`src/hw/lcm_pkg.sv`:
```
// Package for the line-cycle event monitor: register map, field layout,
// reset values and timing constants.
// Assumes one 100 MHz system clock and a 256 kHz tick strobe from outside.
package lcm_pkg;
	// ==========================================================
	// Register addresses
	localparam logic [15:0] ADDR_CURRENT_PEAK = 16'hE500;
	localparam logic [15:0] ADDR_VOLTAGE_PEAK = 16'hE501;
	localparam logic [15:0] ADDR_EVENT_FLAGS = 16'hE503;
	localparam logic [15:0] ADDR_DIP_THRESHOLD = 16'hE509;
	localparam logic [15:0] ADDR_EVENT_ENABLE = 16'hE50B;
	localparam logic [15:0] ADDR_PHASE_FLAGS = 16'hE600;
	localparam logic [15:0] ADDR_DELAY_0 = 16'hE601;
	localparam logic [15:0] ADDR_DELAY_1 = 16'hE602;
	localparam logic [15:0] ADDR_DELAY_2 = 16'hE603;
	localparam logic [15:0] ADDR_COMP_MODE = 16'hE60E;
	localparam logic [15:0] ADDR_MEAS_MODE = 16'hE700;
	localparam logic [15:0] ADDR_ACC_MODE = 16'hE701;
	localparam logic [15:0] ADDR_PEAK_COUNT = 16'hE703;
	localparam logic [15:0] ADDR_DIP_COUNT = 16'hE704;
	localparam logic [15:0] ADDR_PERIOD_A = 16'hE905;
	localparam logic [15:0] ADDR_PERIOD_B = 16'hE906;
	localparam logic [15:0] ADDR_PERIOD_C = 16'hE907;
	localparam logic [15:0] ADDR_PERIOD_STATUS = 16'hE908;
	// ==========================================================
	// Field positions
	localparam int DIP_EVT_BIT = 16;
	localparam int CPEAK_EVT_BIT = 23;
	localparam int VOLTAGE_PEAK_RESULT_EVT_BIT = 24;
	localparam int DIP_MODE_BIT = 6;
	localparam int PEAK_SEL_LO = 2;
	localparam int PEAK_SEL_HI = 4;
	localparam int DIP_PHASE_LO = 12;
	localparam int DIP_PHASE_HI = 14;
	localparam int MARKER_LO = 24;
	localparam int MARKER_HI = 26;
	localparam int DELAY_SEL_LO = 9;
	localparam int DELAY_SEL_HI = 10;
	// Delay source modes
	localparam logic [1:0] SEL_VOLT_CURR = 2'h0;
	localparam logic [1:0] SEL_VOLT_VOLT = 2'h1;
	localparam logic [1:0] SEL_CURR_CURR = 2'h2;
	// ==========================================================
	// Reset values
	localparam logic [23:0] RST_THRESHOLD = 24'h000000;
	localparam logic [7:0] RST_HALFCYC = 8'hFF;
	localparam logic [7:0] RST_MODE = 8'h00;
	localparam logic [31:0] RST_WORD = 32'h00000000;
	localparam logic [15:0] CNT_MAX = 16'hFFFF;
	localparam logic [23:0] THR_NEVER = 24'h000001;
	// ==========================================================
	// Timing: ticks of 3.90625 us at 256 kHz
	localparam int TICK_RATE_HZ = 256000;
	localparam int SETTLE_MS = 40;
	localparam int SETTLE_TICKS = SETTLE_MS * TICK_RATE_HZ / 1000;
endpackage

```
`src/hw/lcm_monitor.sv`:
```
// Line-cycle event monitor: zero-crossing delays, line periods, dip
// detection with event flags and interrupt, and half-cycle peak capture.
// Assumes filtered samples, crossing strobes and the 256 kHz tick all come
// from logic on clk, each strobe one cycle wide.
// Function
// - Mode 10 times current delays A-C, B-C, A-B into results 0,1,2.
// - Delay results are 16-bit unsigned counts of 256 kHz ticks.
// - Each phase period register is rewritten once every line period.
// - Periods count 256 kHz ticks, reaching down to about 3.9 Hz.
// - Period results count as settled only after 40 ms.
// - Mode 0: dip event sets after each full dip period below threshold.
// - Mode 1: dip event sets after a full period below, then recovery.
// - Mode 1: further below periods leave event clear; set clears phase flag.
// - Phase dip flags set after a period below, clear after one above.
// - Writing 1 to bit 16 clears the dip event only, phase flags kept.
// - Dip count gives half cycles; flag raised at end of Nth one.
// - Enabled dip event drives interrupt low in the same cycle it sets.
// - Half-cycle counter free runs; dip count write restarts it.
// - Threshold compares absolute sample; 0 or 1 means dips never trigger.
// - Threshold reads back as 32 bits with upper byte zero.
// - Largest absolute current and voltage go to low 24 bits.
// - Mode bits 4..2 enable peak monitoring of phases A, B, C.
// - Peak counter counts crossings of every selected phase.
// - Bits 26..24 mark the phase of the stored peak, one hot.
// - Peak result written at period end, then held a full period.
// - Peak count sets the time base in half line cycles.
// - Mode 00 times voltage to current delay within each phase.
// - Mode 01 times voltage delays A-C, B-C, A-B into results 0,1,2.
// - Delays start and stop on rising zero crossings.
// - Peak period end sets current and voltage peak event flags.
`timescale 1ns/1ps
module lcm_monitor import lcm_pkg::*; #(
	parameter int SETTLE_COUNT = SETTLE_TICKS
) (
	input wire logic clk, // System clock 100 MHz
	input wire logic rst, // Synchronous reset, high
	input wire logic [15:0] reg_addr, // Register address
	input wire logic [31:0] reg_wdata, // Write data
	input wire logic reg_wr, // Write strobe
	input wire logic reg_rd, // Read strobe
	output logic [31:0] reg_rdata, // Read data, one cycle after strobe
	input wire logic tick_256k, // 256 kHz tick strobe
	input wire logic sample_valid, // New samples present
	input wire logic [23:0] volt_a, // Phase A voltage, signed
	input wire logic [23:0] volt_b, // Phase B voltage, signed
	input wire logic [23:0] volt_c, // Phase C voltage, signed
	input wire logic [23:0] curr_a, // Phase A current, signed
	input wire logic [23:0] curr_b, // Phase B current, signed
	input wire logic [23:0] curr_c, // Phase C current, signed
	input wire logic [2:0] zx_rise_v, // Rising voltage crossings C..A
	input wire logic [2:0] zx_rise_i, // Rising current crossings C..A
	input wire logic [2:0] zx_half_v, // Any voltage crossing C..A
	output logic interrupt_out_n // Interrupt, low active
);
	// ==========================================================
	// Helpers
	function automatic logic [23:0] magnitude(input logic [23:0] s);
		magnitude = s[23] ? 24'(~s + 24'h000001) : s;
	endfunction

	// Returns {start, stop} for one delay result
	function automatic logic [1:0] delay_pulse(input logic [1:0] sel, input int k,
		input logic [2:0] zv, input logic [2:0] zi);
		logic [2:0] src;
		int first;
		int second;
		src = (sel == SEL_CURR_CURR) ? zi : zv;
		first = (k == 1) ? 1 : 0;
		second = (k == 2) ? 1 : 2;
		if (sel == SEL_VOLT_VOLT || sel == SEL_CURR_CURR) begin
			delay_pulse = {src[first], src[second]};
		end else begin
			delay_pulse = {zv[k], zi[k]};
		end
	endfunction

	// Largest magnitude among selected phases, {one-hot marker, value}
	function automatic logic [26:0] pick_max(input logic [23:0] a, input logic [23:0] b,
		input logic [23:0] c, input logic [2:0] sel);
		logic [26:0] best;
		best = {3'h0, 24'h000000};
		if (sel[0]) begin
			best = {3'h1, magnitude(a)};
		end
		if (sel[1] && magnitude(b) > best[23:0]) begin
			best = {3'h2, magnitude(b)};
		end
		if (sel[2] && magnitude(c) > best[23:0]) begin
			best = {3'h4, magnitude(c)};
		end
		pick_max = best;
	endfunction

	function automatic logic [7:0] count3(input logic [2:0] x);
		count3 = {7'h00, x[0]} + {7'h00, x[1]} + {7'h00, x[2]};
	endfunction

	// ==========================================================
	// Software registers
	logic [23:0] dip_threshold;
	logic [7:0] dip_halfcycle_count;
	logic [7:0] peak_halfcycle_count;
	logic [7:0] measurement_mode;
	logic [7:0] accumulation_mode;
	logic [31:0] event_enable_1;
	logic [1:0] delay_source_select;
	logic [31:0] event_flags_1;
	logic [2:0] dip_phase_flags;
	logic [31:0] current_peak_result;
	logic [31:0] voltage_peak_result;
	logic [15:0] zx_delay_result [0:2];
	logic [15:0] line_period [0:2];
	logic period_settled;
	wire wr_flags = reg_wr && reg_addr == ADDR_EVENT_FLAGS;
	wire wr_dip_count = reg_wr && reg_addr == ADDR_DIP_COUNT;
	wire wr_peak_count = reg_wr && reg_addr == ADDR_PEAK_COUNT;
	wire [2:0] peak_phase_select = measurement_mode[PEAK_SEL_HI:PEAK_SEL_LO];
	wire dip_flag_mode = accumulation_mode[DIP_MODE_BIT];

	// Configuration writes
	always_ff @(posedge clk) begin
		if (rst) begin
			dip_threshold <= RST_THRESHOLD;
			dip_halfcycle_count <= RST_HALFCYC;
			peak_halfcycle_count <= RST_HALFCYC;
			measurement_mode <= RST_MODE;
			accumulation_mode <= RST_MODE;
			event_enable_1 <= RST_WORD;
			delay_source_select <= SEL_VOLT_CURR;
		end else if (reg_wr) begin
			case (reg_addr)
				ADDR_DIP_THRESHOLD: dip_threshold <= reg_wdata[23:0];
				ADDR_DIP_COUNT: dip_halfcycle_count <= reg_wdata[7:0];
				ADDR_PEAK_COUNT: peak_halfcycle_count <= reg_wdata[7:0];
				ADDR_MEAS_MODE: measurement_mode <= reg_wdata[7:0];
				ADDR_ACC_MODE: accumulation_mode <= reg_wdata[7:0];
				ADDR_EVENT_ENABLE: event_enable_1 <= reg_wdata;
				ADDR_COMP_MODE: delay_source_select <= reg_wdata[DELAY_SEL_HI:DELAY_SEL_LO];
				default: ;
			endcase
		end
	end

	// Read mux, registered; unmapped addresses read zero
	always_ff @(posedge clk) begin
		if (rst) begin
			reg_rdata <= RST_WORD;
		end else if (reg_rd) begin
			case (reg_addr)
				ADDR_CURRENT_PEAK: reg_rdata <= current_peak_result;
				ADDR_VOLTAGE_PEAK: reg_rdata <= voltage_peak_result;
				ADDR_EVENT_FLAGS: reg_rdata <= event_flags_1;
				ADDR_DIP_THRESHOLD: reg_rdata <= {8'h00, dip_threshold};
				ADDR_EVENT_ENABLE: reg_rdata <= event_enable_1;
				ADDR_PHASE_FLAGS: reg_rdata <= {17'h00000, dip_phase_flags, 12'h000};
				ADDR_DELAY_0: reg_rdata <= {16'h0000, zx_delay_result[0]};
				ADDR_DELAY_1: reg_rdata <= {16'h0000, zx_delay_result[1]};
				ADDR_DELAY_2: reg_rdata <= {16'h0000, zx_delay_result[2]};
				ADDR_COMP_MODE: reg_rdata <= {21'h000000, delay_source_select, 9'h000};
				ADDR_MEAS_MODE: reg_rdata <= {24'h000000, measurement_mode};
				ADDR_ACC_MODE: reg_rdata <= {24'h000000, accumulation_mode};
				ADDR_PEAK_COUNT: reg_rdata <= {24'h000000, peak_halfcycle_count};
				ADDR_DIP_COUNT: reg_rdata <= {24'h000000, dip_halfcycle_count};
				ADDR_PERIOD_A: reg_rdata <= {16'h0000, line_period[0]};
				ADDR_PERIOD_B: reg_rdata <= {16'h0000, line_period[1]};
				ADDR_PERIOD_C: reg_rdata <= {16'h0000, line_period[2]};
				ADDR_PERIOD_STATUS: reg_rdata <= {31'h00000000, period_settled};
				default: reg_rdata <= RST_WORD;
			endcase
		end
	end

	// ==========================================================
	// Delay and period measurement, one slice per result and phase
	logic [15:0] delay_cnt [0:2];
	logic [15:0] period_cnt [0:2];
	logic [2:0] delay_run;
	genvar k;
	generate
		for (k = 0; k < 3; k++) begin : g_time
			wire [1:0] pulse = delay_pulse(delay_source_select, k, zx_rise_v, zx_rise_i);
			// Delay timer; a fresh start restarts it, saturates at full scale
			always_ff @(posedge clk) begin
				if (rst) begin
					delay_cnt[k] <= CNT_MAX;
					delay_run[k] <= 1'b0;
					zx_delay_result[k] <= CNT_MAX;
				end else if (pulse[1]) begin
					delay_cnt[k] <= CNT_MAX - CNT_MAX;
					delay_run[k] <= 1'b1;
				end else if (pulse[0] && delay_run[k]) begin
					zx_delay_result[k] <= delay_cnt[k];
					delay_run[k] <= 1'b0;
				end else if (tick_256k && delay_run[k] && delay_cnt[k] != CNT_MAX) begin
					delay_cnt[k] <= delay_cnt[k] + 16'h0001;
				end
			end
			// Period timer between rising voltage crossings
			always_ff @(posedge clk) begin
				if (rst) begin
					period_cnt[k] <= CNT_MAX - CNT_MAX;
					line_period[k] <= CNT_MAX - CNT_MAX;
				end else if (zx_rise_v[k]) begin
					line_period[k] <= period_cnt[k];
					period_cnt[k] <= CNT_MAX - CNT_MAX;
				end else if (tick_256k && period_cnt[k] != CNT_MAX) begin
					period_cnt[k] <= period_cnt[k] + 16'h0001;
				end
			end
		end
	endgenerate

	// Settling timer; the period filter needs up to 40 ms after reset
	logic [31:0] settle_cnt;
	always_ff @(posedge clk) begin
		if (rst) begin
			settle_cnt <= RST_WORD;
			period_settled <= 1'b0;
		end else if (tick_256k && !period_settled) begin
			settle_cnt <= settle_cnt + 32'h00000001;
			period_settled <= settle_cnt + 32'h00000001 >= 32'(SETTLE_COUNT);
		end
	end

	// ==========================================================
	// Dip detection per phase
	logic [7:0] dip_cnt [0:2];
	logic [2:0] all_below;
	logic [2:0] all_above;
	logic [2:0] end_below;
	logic [2:0] end_above;
	logic [2:0] below;
	assign below[0] = dip_threshold > THR_NEVER && magnitude(volt_a) <= dip_threshold;
	assign below[1] = dip_threshold > THR_NEVER && magnitude(volt_b) <= dip_threshold;
	assign below[2] = dip_threshold > THR_NEVER && magnitude(volt_c) <= dip_threshold;
	generate
		for (k = 0; k < 3; k++) begin : g_dip
			wire period_end = zx_half_v[k] && dip_cnt[k] + 8'h01 >= dip_halfcycle_count;
			assign end_below[k] = period_end && all_below[k];
			assign end_above[k] = period_end && all_above[k];
			// Free-running half-cycle counter and level history
			always_ff @(posedge clk) begin
				if (rst || wr_dip_count) begin
					dip_cnt[k] <= 8'h00;
					all_below[k] <= 1'b1;
					all_above[k] <= 1'b1;
				end else if (period_end) begin
					dip_cnt[k] <= 8'h00;
					all_below[k] <= 1'b1;
					all_above[k] <= 1'b1;
				end else begin
					if (zx_half_v[k]) begin
						dip_cnt[k] <= dip_cnt[k] + 8'h01;
					end
					if (sample_valid) begin
						all_below[k] <= all_below[k] & below[k];
						all_above[k] <= all_above[k] & ~below[k];
					end
				end
			end
		end
	endgenerate

	// Phase dip flags
	always_ff @(posedge clk) begin
		if (rst) begin
			dip_phase_flags <= 3'h0;
		end else begin
			dip_phase_flags <= (dip_phase_flags | end_below) & ~end_above;
		end
	end

	// ==========================================================
	// Peak detection
	logic [7:0] peak_cnt;
	logic [26:0] run_i;
	logic [26:0] run_v;
	wire [2:0] peak_zx = zx_half_v & peak_phase_select;
	wire [8:0] peak_sum = {1'b0, peak_cnt} + {1'b0, count3(peak_zx)}; // No wrap near full scale
	wire [7:0] next_peak_cnt = peak_sum[7:0];
	wire peak_end = |peak_zx && peak_sum >= {1'b0, peak_halfcycle_count};
	wire [26:0] now_i = pick_max(curr_a, curr_b, curr_c, peak_phase_select);
	wire [26:0] now_v = pick_max(volt_a, volt_b, volt_c, peak_phase_select);

	// Running maxima; a new winner replaces the marker whole
	always_ff @(posedge clk) begin
		if (rst) begin
			peak_cnt <= 8'h00;
			run_i <= 27'h0000000;
			run_v <= 27'h0000000;
			current_peak_result <= RST_WORD;
			voltage_peak_result <= RST_WORD;
		end else begin
			peak_cnt <= (peak_end || wr_peak_count) ? 8'h00 : next_peak_cnt;
			if (peak_end) begin
				current_peak_result <= {5'h00, run_i};
				voltage_peak_result <= {5'h00, run_v};
				run_i <= 27'h0000000;
				run_v <= 27'h0000000;
			end else if (sample_valid) begin
				if (now_i[23:0] > run_i[23:0]) begin
					run_i <= now_i;
				end
				if (now_v[23:0] > run_v[23:0]) begin
					run_v <= now_v;
				end
			end
		end
	end

	// ==========================================================
	// Event flags and interrupt; a set in the clear cycle wins
	logic [31:0] event_set;
	logic [31:0] next_event_flags;
	always_comb begin
		event_set = RST_WORD;
		event_set[DIP_EVT_BIT] = |(end_below & ~{3{dip_flag_mode}})
			| |(end_above & dip_phase_flags & {3{dip_flag_mode}});
		event_set[CPEAK_EVT_BIT] = peak_end;
		event_set[VOLTAGE_PEAK_RESULT_EVT_BIT] = peak_end;
		next_event_flags = (event_flags_1 & ~(wr_flags ? reg_wdata : RST_WORD)) | event_set;
	end

	// Interrupt from next state so it falls with the flag itself
	always_ff @(posedge clk) begin
		if (rst) begin
			event_flags_1 <= RST_WORD;
			interrupt_out_n <= 1'b1;
		end else begin
			event_flags_1 <= next_event_flags;
			interrupt_out_n <= ~|(next_event_flags & event_enable_1);
		end
	end
endmodule

```
`config.mk`:
```
export PLATFORM = sky130hd
export DESIGN_NAME = lcm_monitor
export DESIGN_NICKNAME = d
export VERILOG_FILES = /design/src/hw/lcm_pkg.sv /design/src/hw/lcm_monitor.sv
export SDC_FILE = /design/constraint.sdc
export NUM_CORES = 2
export LEC_CHECK = 0
export ABC_AREA = 1
export CORE_ASPECT_RATIO = 0.9
export CORE_MARGIN = 2
export CORE_UTILIZATION = 35
export CTS_CLUSTER_DIAMETER = 40
export DETAILED_ROUTE_END_ITERATION = 10
export DONT_BUFFER_PORTS = 1
export SLEW_MARGIN = 10
export SYNTH_ARGS = -nofsm -noshare
export SYNTH_HDL_FRONTEND = slang
export SYNTH_SLANG_ARGS = --single-unit
```
`constraint.sdc`:
```
create_clock -name clk -period 5.8 [get_ports clk]
set_clock_uncertainty 0.1 [all_clocks]
set_input_delay 0.29 -clock clk [delete_from_list [all_inputs] [get_ports clk]]
set_output_delay 0.29 -clock clk [all_outputs]
set_load 0.005 [all_outputs]
```
* Yosys cells after proc, flatten, opt, wreduce, memory -nomap -nowiden *
Memories as Yosys holds them, arrays and structs flattened.
Index checks and enable logic that the tools add are counted.

operators by class
  reduce and logical (&&, ||, !) cells = 59
  $add $sub $neg = 19
  order comparisons = 15
  equal/unequal tests = 26
  muxes and demuxes = 130
  bitwise logic cells = 52

operators with widths
  kind                     count
  $pmux W32 S18            1
  $eq A16 B16 Y1 const B   18
  $mux W16                 18
  $add A24 B1 Y24 const B  6
  $gt A24 B24 Y1           6
  $mux W24                 6
  $not A24 Y24             6
  $mux W27                 4
  $add A16 B1 Y16 const B  6
  $ne A16 B16 Y1 const B   6
  $mux W1                  88
  $le A24 B24 Y1           3
  $and A32 B32 Y32         2
  $mux W25                 2
  $mux W8                  6
  $logic_and A1 B1 Y1      33
  $add A32 B1 Y32 const B  1
  $ge A32 B14 Y1 const B   1
  $mux W32                 1
  $not A32 Y32             1
  $or A32 B25 Y32          1
  $reduce_or A32 Y1        1
  $or A1 B1 Y1             25
  $add A8 B1 Y8 const B    3
  other kinds (21)         56

word-level totals
  RAM bits = 216
  memories = 5
  word-level logic and storage cells = 333
  output and inout port bits = 33
  input port bits = 207
  bits in registers = 316

memories
  memory           words  bits a word  rd ports  clocked after memory_dff  wr ports  line                RTL
  delay_cnt        3      16           3         0                         3         lcm_monitor.sv:175  logic [15:0] delay_cnt [0:2];
  line_period      3      16           3         0                         3         lcm_monitor.sv:112  logic [15:0] line_period [0:2];
  period_cnt       3      16           3         0                         3         lcm_monitor.sv:176  logic [15:0] period_cnt [0:2];
  zx_delay_result  3      16           3         0                         3         lcm_monitor.sv:111  logic [15:0] zx_delay_result [0:2];
  dip_cnt          3      8            3         0                         3         lcm_monitor.sv:227  logic [7:0] dip_cnt [0:2];

* Longest topological paths before layout *
An unclocked memory read counts as a cell.

  word-level depth = 13
  mapped depth = 50
  mapped depth without buffers = 48

* Least setup slack after synthesis *
Ideal clock, no wire load.

  path kind = input to register
  start point = input curr_b[0]
  end point = register run_i[10]
  path buffers = 4
  data required time = 5.591 ns
  cell stages on the path = 43
  slack = -0.264 ns
  library setup time = 0.109 ns
  data arrival time = 5.855 ns
  cell sequence = inv_1 -> ha_1 -> nand3_1 -> nor2_1 -> nand2_1 -> o21ai_0 -> o21ai_0 -> xor2_1 -> inv_1 -> ha_1 -> nand2_1 -> nor2_1 -> nand2_1 -> nor2_1 -> a21oi_1 -> clkbuf_1 -> buf_2 -> nand3_1 -> (+7 left out) -> nand2_1 -> clkbuf_1 -> nand3_1 -> nand2_1 -> inv_1 -> ha_1 -> nand2_1 -> nor2_1 -> nand2_1 -> nor4_1 -> nand2_1 -> nand3_1 -> nand2_2 -> clkinv_1 -> buf_2 -> nand3_1 -> nand2_1 -> inv_1

on the way
  longest elaborated chain between the ends = 11

RTL lines
  what                                    line                RTL
  from (decl)                             lcm_monitor.sv:48   input wire logic [23:0] curr_b,
  $not A24 Y24                            lcm_monitor.sv:58   magnitude = s[23] ? 24'(~s + 24'h000001) : s;
  $add A24 B1 Y24                         lcm_monitor.sv:58
  $mux W24 (*)                            lcm_monitor.sv:58
  $gt A24 B24 Y1                          lcm_monitor.sv:85   if (sel[1] && magnitude(b) > best[23:0]) begin
  $logic_and A1 B1 Y1                     lcm_monitor.sv:85
  $mux W27 (*)                            lcm_monitor.sv:85
  $gt A24 B24 Y1                          lcm_monitor.sv:88   if (sel[2] && magnitude(c) > best[23:0]) begin
  $logic_and A1 B1 Y1                     lcm_monitor.sv:88
  $mux W27 (*)                            lcm_monitor.sv:88
  named net now_i[19]                     lcm_monitor.sv:282  wire [26:0] now_i = pick_max(curr_a, curr_b, curr_c, peak_phase_select);
  $gt A24 B24 Y1 (*)                      lcm_monitor.sv:301  if (now_i[23:0] > run_i[23:0]) begin
  $reduce_and A2 Y1 (no source line) (*)  --
  to (signal assigned)                    lcm_monitor.sv:302  run_i <= now_i;
  to (decl)                               lcm_monitor.sv:276  logic [26:0] run_i;

The timed path passes the listed nets; every way through them passes the cells marked *.
A chain may end at the register's enable or synchronous reset.

* Worst setup path after layout *
  start point = register measurement_mode[2]
  end point = register run_v[4]

on the way
  longest elaborated chain between the ends = 9
  elaborated cells between the ends (all ways) = 17
  those cells by class = add/sub: 3; order compare: 4; mux: 3; bitwise: 1; reduce/logical: 6

RTL lines
  what                                    line                RTL
  from (decl)                             lcm_monitor.sv:103  logic [7:0] measurement_mode;
  from (signal assigned)                  lcm_monitor.sv:135  ADDR_MEAS_MODE: measurement_mode <= reg_wdata[7:0];
  $mux W25 (*)                            lcm_monitor.sv:82   if (sel[0]) begin
  $gt A24 B24 Y1                          lcm_monitor.sv:85
  $logic_and A1 B1 Y1                     lcm_monitor.sv:85
  $mux W27 (*)                            lcm_monitor.sv:85
  $gt A24 B24 Y1                          lcm_monitor.sv:88
  $logic_and A1 B1 Y1                     lcm_monitor.sv:88
  $mux W27 (*)                            lcm_monitor.sv:88
  named net now_v[15]                     lcm_monitor.sv:283  wire [26:0] now_v = pick_max(volt_a, volt_b, volt_c, peak_phase_select);
  $gt A24 B24 Y1 (*)                      lcm_monitor.sv:304  if (now_v[23:0] > run_v[23:0]) begin
  $reduce_and A2 Y1 (no source line) (*)  --
  to (signal assigned)                    lcm_monitor.sv:305  run_v <= now_v;
  to (decl)                               lcm_monitor.sv:277  logic [26:0] run_v;

Marked as above.

==> impl_summary.md <==
Critical path
The cell that appears most often on the critical path is nand2_1. The cell type group with the largest total delay on the critical path is simple AND/OR/NAND/NOR gates. Among all stages on the critical path, the largest delay is contributed by dfxtp_4. The maximum fanout encountered on the critical timing path is 24. The type of the worst setup path is reg2reg. The arrival time at the worst endpoint is 6.20 ns. STA puts the critical path data required time at 6.26 ns. The largest stage delay on the critical path is 0.37 ns. The critical path buffer and inverter count is 9. The type of origin of the critical path is a register. The kind of capture point of the worst setup path is a register.

Run status
The final reports fail on hold timing. The run finished, with violations left.

Pwr
The power share of the combinational group is 23.5%. The share of total power dissipated in the clock network is 42.6%. The switching power as a share of total power is 31.58%.

The worst IR drop on VDD is 0.2232 mV. Summed over all nets, the switching power comes to 4.066 mW. Internal power comes to 8.807 mW. Power comes to 12.87 mW.

Sequential cells burn 33.9% of the power. Dividing total power by cell area gives a power density of 282.2 nW/um^2. The leakage power is 19.94 nW.

Die
The die area is 105,500 um^2. The count of standard-cell rows is 111. The starting density of the core is 35.32%.

The core region is 101,900 um^2. The number of placed I/O pins is 240. The die is 308.3 um tall.

Measured along the x axis, the die boundary spans 342.1 um.

CTS
The H-tree level count is 3. TritonCTS built the clock tree. At the later pin of the worst-skew pair, clock insertion delay measures 0.67 ns. The number of buffers added by the clock tree synthesis step is 88. In this run the deepest clock path goes through 3 buffers.

The clock net sink count is 532. The clock-pin slew of the registers on the worst-case setup and hold paths is 0.06 ns. In this run the clock root is driven by a clkbuf_16.

Timing
The aggregate negative setup slack is 0 ns. The hold violation count in the final report came to 5. The worst pin sits at a relative slew slack of 21.77%. Setup repair after global routing could not meet its margin everywhere. The post-route fraction of the period consumed by the critical path is 98.94%. Setup violations remaining at the end of the flow were counted as 0. Based on the critical path, the design can be clocked at up to 174.3 MHz. The setup slack after layout is 0.06175 ns.

The smallest hold slack is -0.02682 ns. The slew of the pin with the lowest slew margin is 1.169 ns. The number of max-slew violations in the final report is 0. The post-layout minimum cycle time is 5.738 ns.

Synthesis
The synthesized netlist contains 55 unique library cells. The cell taking the most area after synthesis is edfxtp_1. Summing the sequential cell areas from Yosys gives 35.59% of the chip area. The count of flip-flops with a built-in enable after synthesis is 216.

For this run, the leading register cell type out of synthesis is dfxtp_1. The number of cells produced by synthesis is 5,078. For this run, asynchronously set or reset flops after synthesis account for 0%. The synthesized cell area is 36,000 um^2. The synthesized design contains 532 register bits. The number of synthesis warnings is 0. The number of nets in the synthesized netlist is 5,555. After synthesis, the cell types taking the most area are edfxtp_1 18%, dfxtp_1 18%, nand2_1 12%. The mean post-synth cell area is 7.090 um^2. After synthesis, the largest area contributor takes up 18.02% of total cell area.

Route
The total wire length is 128.5 mm. Once detail routing completed, the nets flagged for antenna violations numbered 0. The count of vias placed by the detailed router is 36,030.

The pre-antenna-repair detailed-routing pass consisted of 6 iterations. In this run, the number of DRC markers left after iteration 0 of detailed routing was 3,069. The number of vias per cell is 5.155. For this run, design rule violations remaining after detail routing come to 0. Dividing the detail-routed wire length by the instance count gives 18.39 um.

Layout
The signed area change from the synthesized netlist to the final layout is 26.69%. The number of nets at the end of the flow is 6,023. Of the cells placed in the final design, the portion with a size suffix greater than 1 is 15.53%. The post-route cell area is 45,610 um^2.

Global routing
The first global-routing pass estimated 192.0 mm of wire. Entering global routing, the biggest net connects 133 pins. The total overflow reported by the global router is 0. The initial antenna violation count is 25. Across every metal layer, demand over resource in global routing totals 23.44%.

The number of global-route vias before repair came to 33,100.

Flow run
The max capacitance violation total is 0.

Place
The worst setup slack before clock tree synthesis is -0.5874 ns. The count of buffers from port buffering is 0. Once detailed placement completed, the half-perimeter wirelength came to 97.66 mm. The congestion estimate from routability-driven global placement came to 0.9680.

The area after detailed placement is 40,430 um^2.

Hold path
The worst hold path belongs to the class in2reg.
## cell usage after synthesis (32+ instances only)
cell / instances
nor2_1: 513
nand4_1: 109
nand3b_1: 46
nor3_1: 74
a21oi_1: 378
nand2_1: 1151
xor2_1: 116
a211oi_1: 35
nand3_1: 427
edfxtp_1: 216
inv_1: 700
ha_1: 268
buf_2: 45
clkbuf_1: 108
o21ai_0: 291
dfxtp_1: 316
xnor2_1: 32
## cell type report
cell class	instances	area, um^2
fill	10260	56330
clock inverter	66	825.8
tap	1356	1697
timing repair buffer	548	4567
sequential	532	12820
inverter	707	2674
clock buffer	99	2315
multi-input combinational	3669	20690
antenna	12	30.03
## per-layer routing
layer	up-vias	global-route usage, %	routed length (um)
met5	-	0	162
met4	26	7.242	3860
met3	228	5.270	11930
met2	1250	35.53	55050
met1	16680	32.94	57530
li1	17840	-	-
## per-stage QoR
stage               utilization, %  instances
detailed placement           39.66       6709
finish                       44.74       6989
floorplan                        -       5078
global route                 44.73       6982
global placement             39.66       6709
CTS                          43.51       6948
## power groups by stage
| stage | logic, mW | clock network [mW] | registers (mW) |
|---|---|---|---|
| floorplan | 1.75 | 0 | 4.34 |
| global placement | 2.52 | 0 | 4.43 |
| detailed placement | 2.54 | 0 | 4.43 |
| CTS | 2.65 | 5.56 | 4.35 |
| global route | 3.38 | 5.73 | 4.39 |
| finish | 3.02 | 5.49 | 4.36 |
## flip-flops by register name (all words and copies together) (netlist names), 32 cells and up
signal / cells
delay_cnt: 48
event_enable_1: 32
event_flags_1: 32
line_period: 48
period_cnt: 48
reg_rdata: 32
settle_cnt: 32
zx_delay_result: 48
## cells in the final DEF (no fill, tap or decap), types with 19 or more instances in the layout
cell | synthesis | layout
ha_4 | 0 | 19
nor2_2 | 10 | 30
nand4_1 | 109 | 109
edfxtp_1 | 216 | 216
inv_6 | 0 | 20
nand3_2 | 1 | 27
nor3_1 | 74 | 66
xnor2_1 | 32 | 32
nand3_1 | 427 | 399
dlygate4sd3_1 | 0 | 72
nor2_1 | 513 | 485
o21ai_1 | 3 | 20
inv_1 | 700 | 691
buf_4 | 3 | 444
a211oi_1 | 35 | 31
clkbuf_16 | 0 | 93
o211ai_1 | 19 | 19
o221ai_1 | 21 | 21
o22ai_1 | 30 | 30
o21ai_0 | 291 | 266
a21oi_1 | 378 | 360
nand2_1 | 1151 | 1109
dfxtp_1 | 316 | 315
nand3b_1 | 46 | 46
ha_1 | 268 | 248
nand2_2 | 8 | 44
xor2_1 | 116 | 111
## logic make-up (layout without fill, tap and decap cells)
kind of cell               after synthesis  count (layout)  share of synthesized area (%)
DFF                                    532             532                          35.59
adders and majority gates              270             270                          9.425
buffers and inverters                  877            1420                          9.376
xor gates and xnor gates               148             148                          3.600
other                                    0              12                              0
and+or+nand+nor                       2423            2423                          29.40
AOI/OAI and AO/OA                      828             828                          12.61
## timing repair
action,4_1_cts,5_1_grt
pin swaps,0,56
endpoints found under the hold margin,307,0
setup buffers,0,23
gates resized for setup,4,241
endpoints found under the setup margin,13,54
hold buffers,74,0
cloned,0,6
## final timing paths
check / slack [ns] / depth (start not counted) / startpoint / endpoint
max: 0.06 / 37 / measurement_mode[2] / run_v[4]
min: -0.03 / 2 / rst / reg_rdata[11]
max reg2reg: 0.06 / 37 / measurement_mode[2] / run_v[4]
min reg2reg: 0.35 / 2 / accumulation_mode[4] / accumulation_mode[4]
Power figures use the tool's default switching activity.
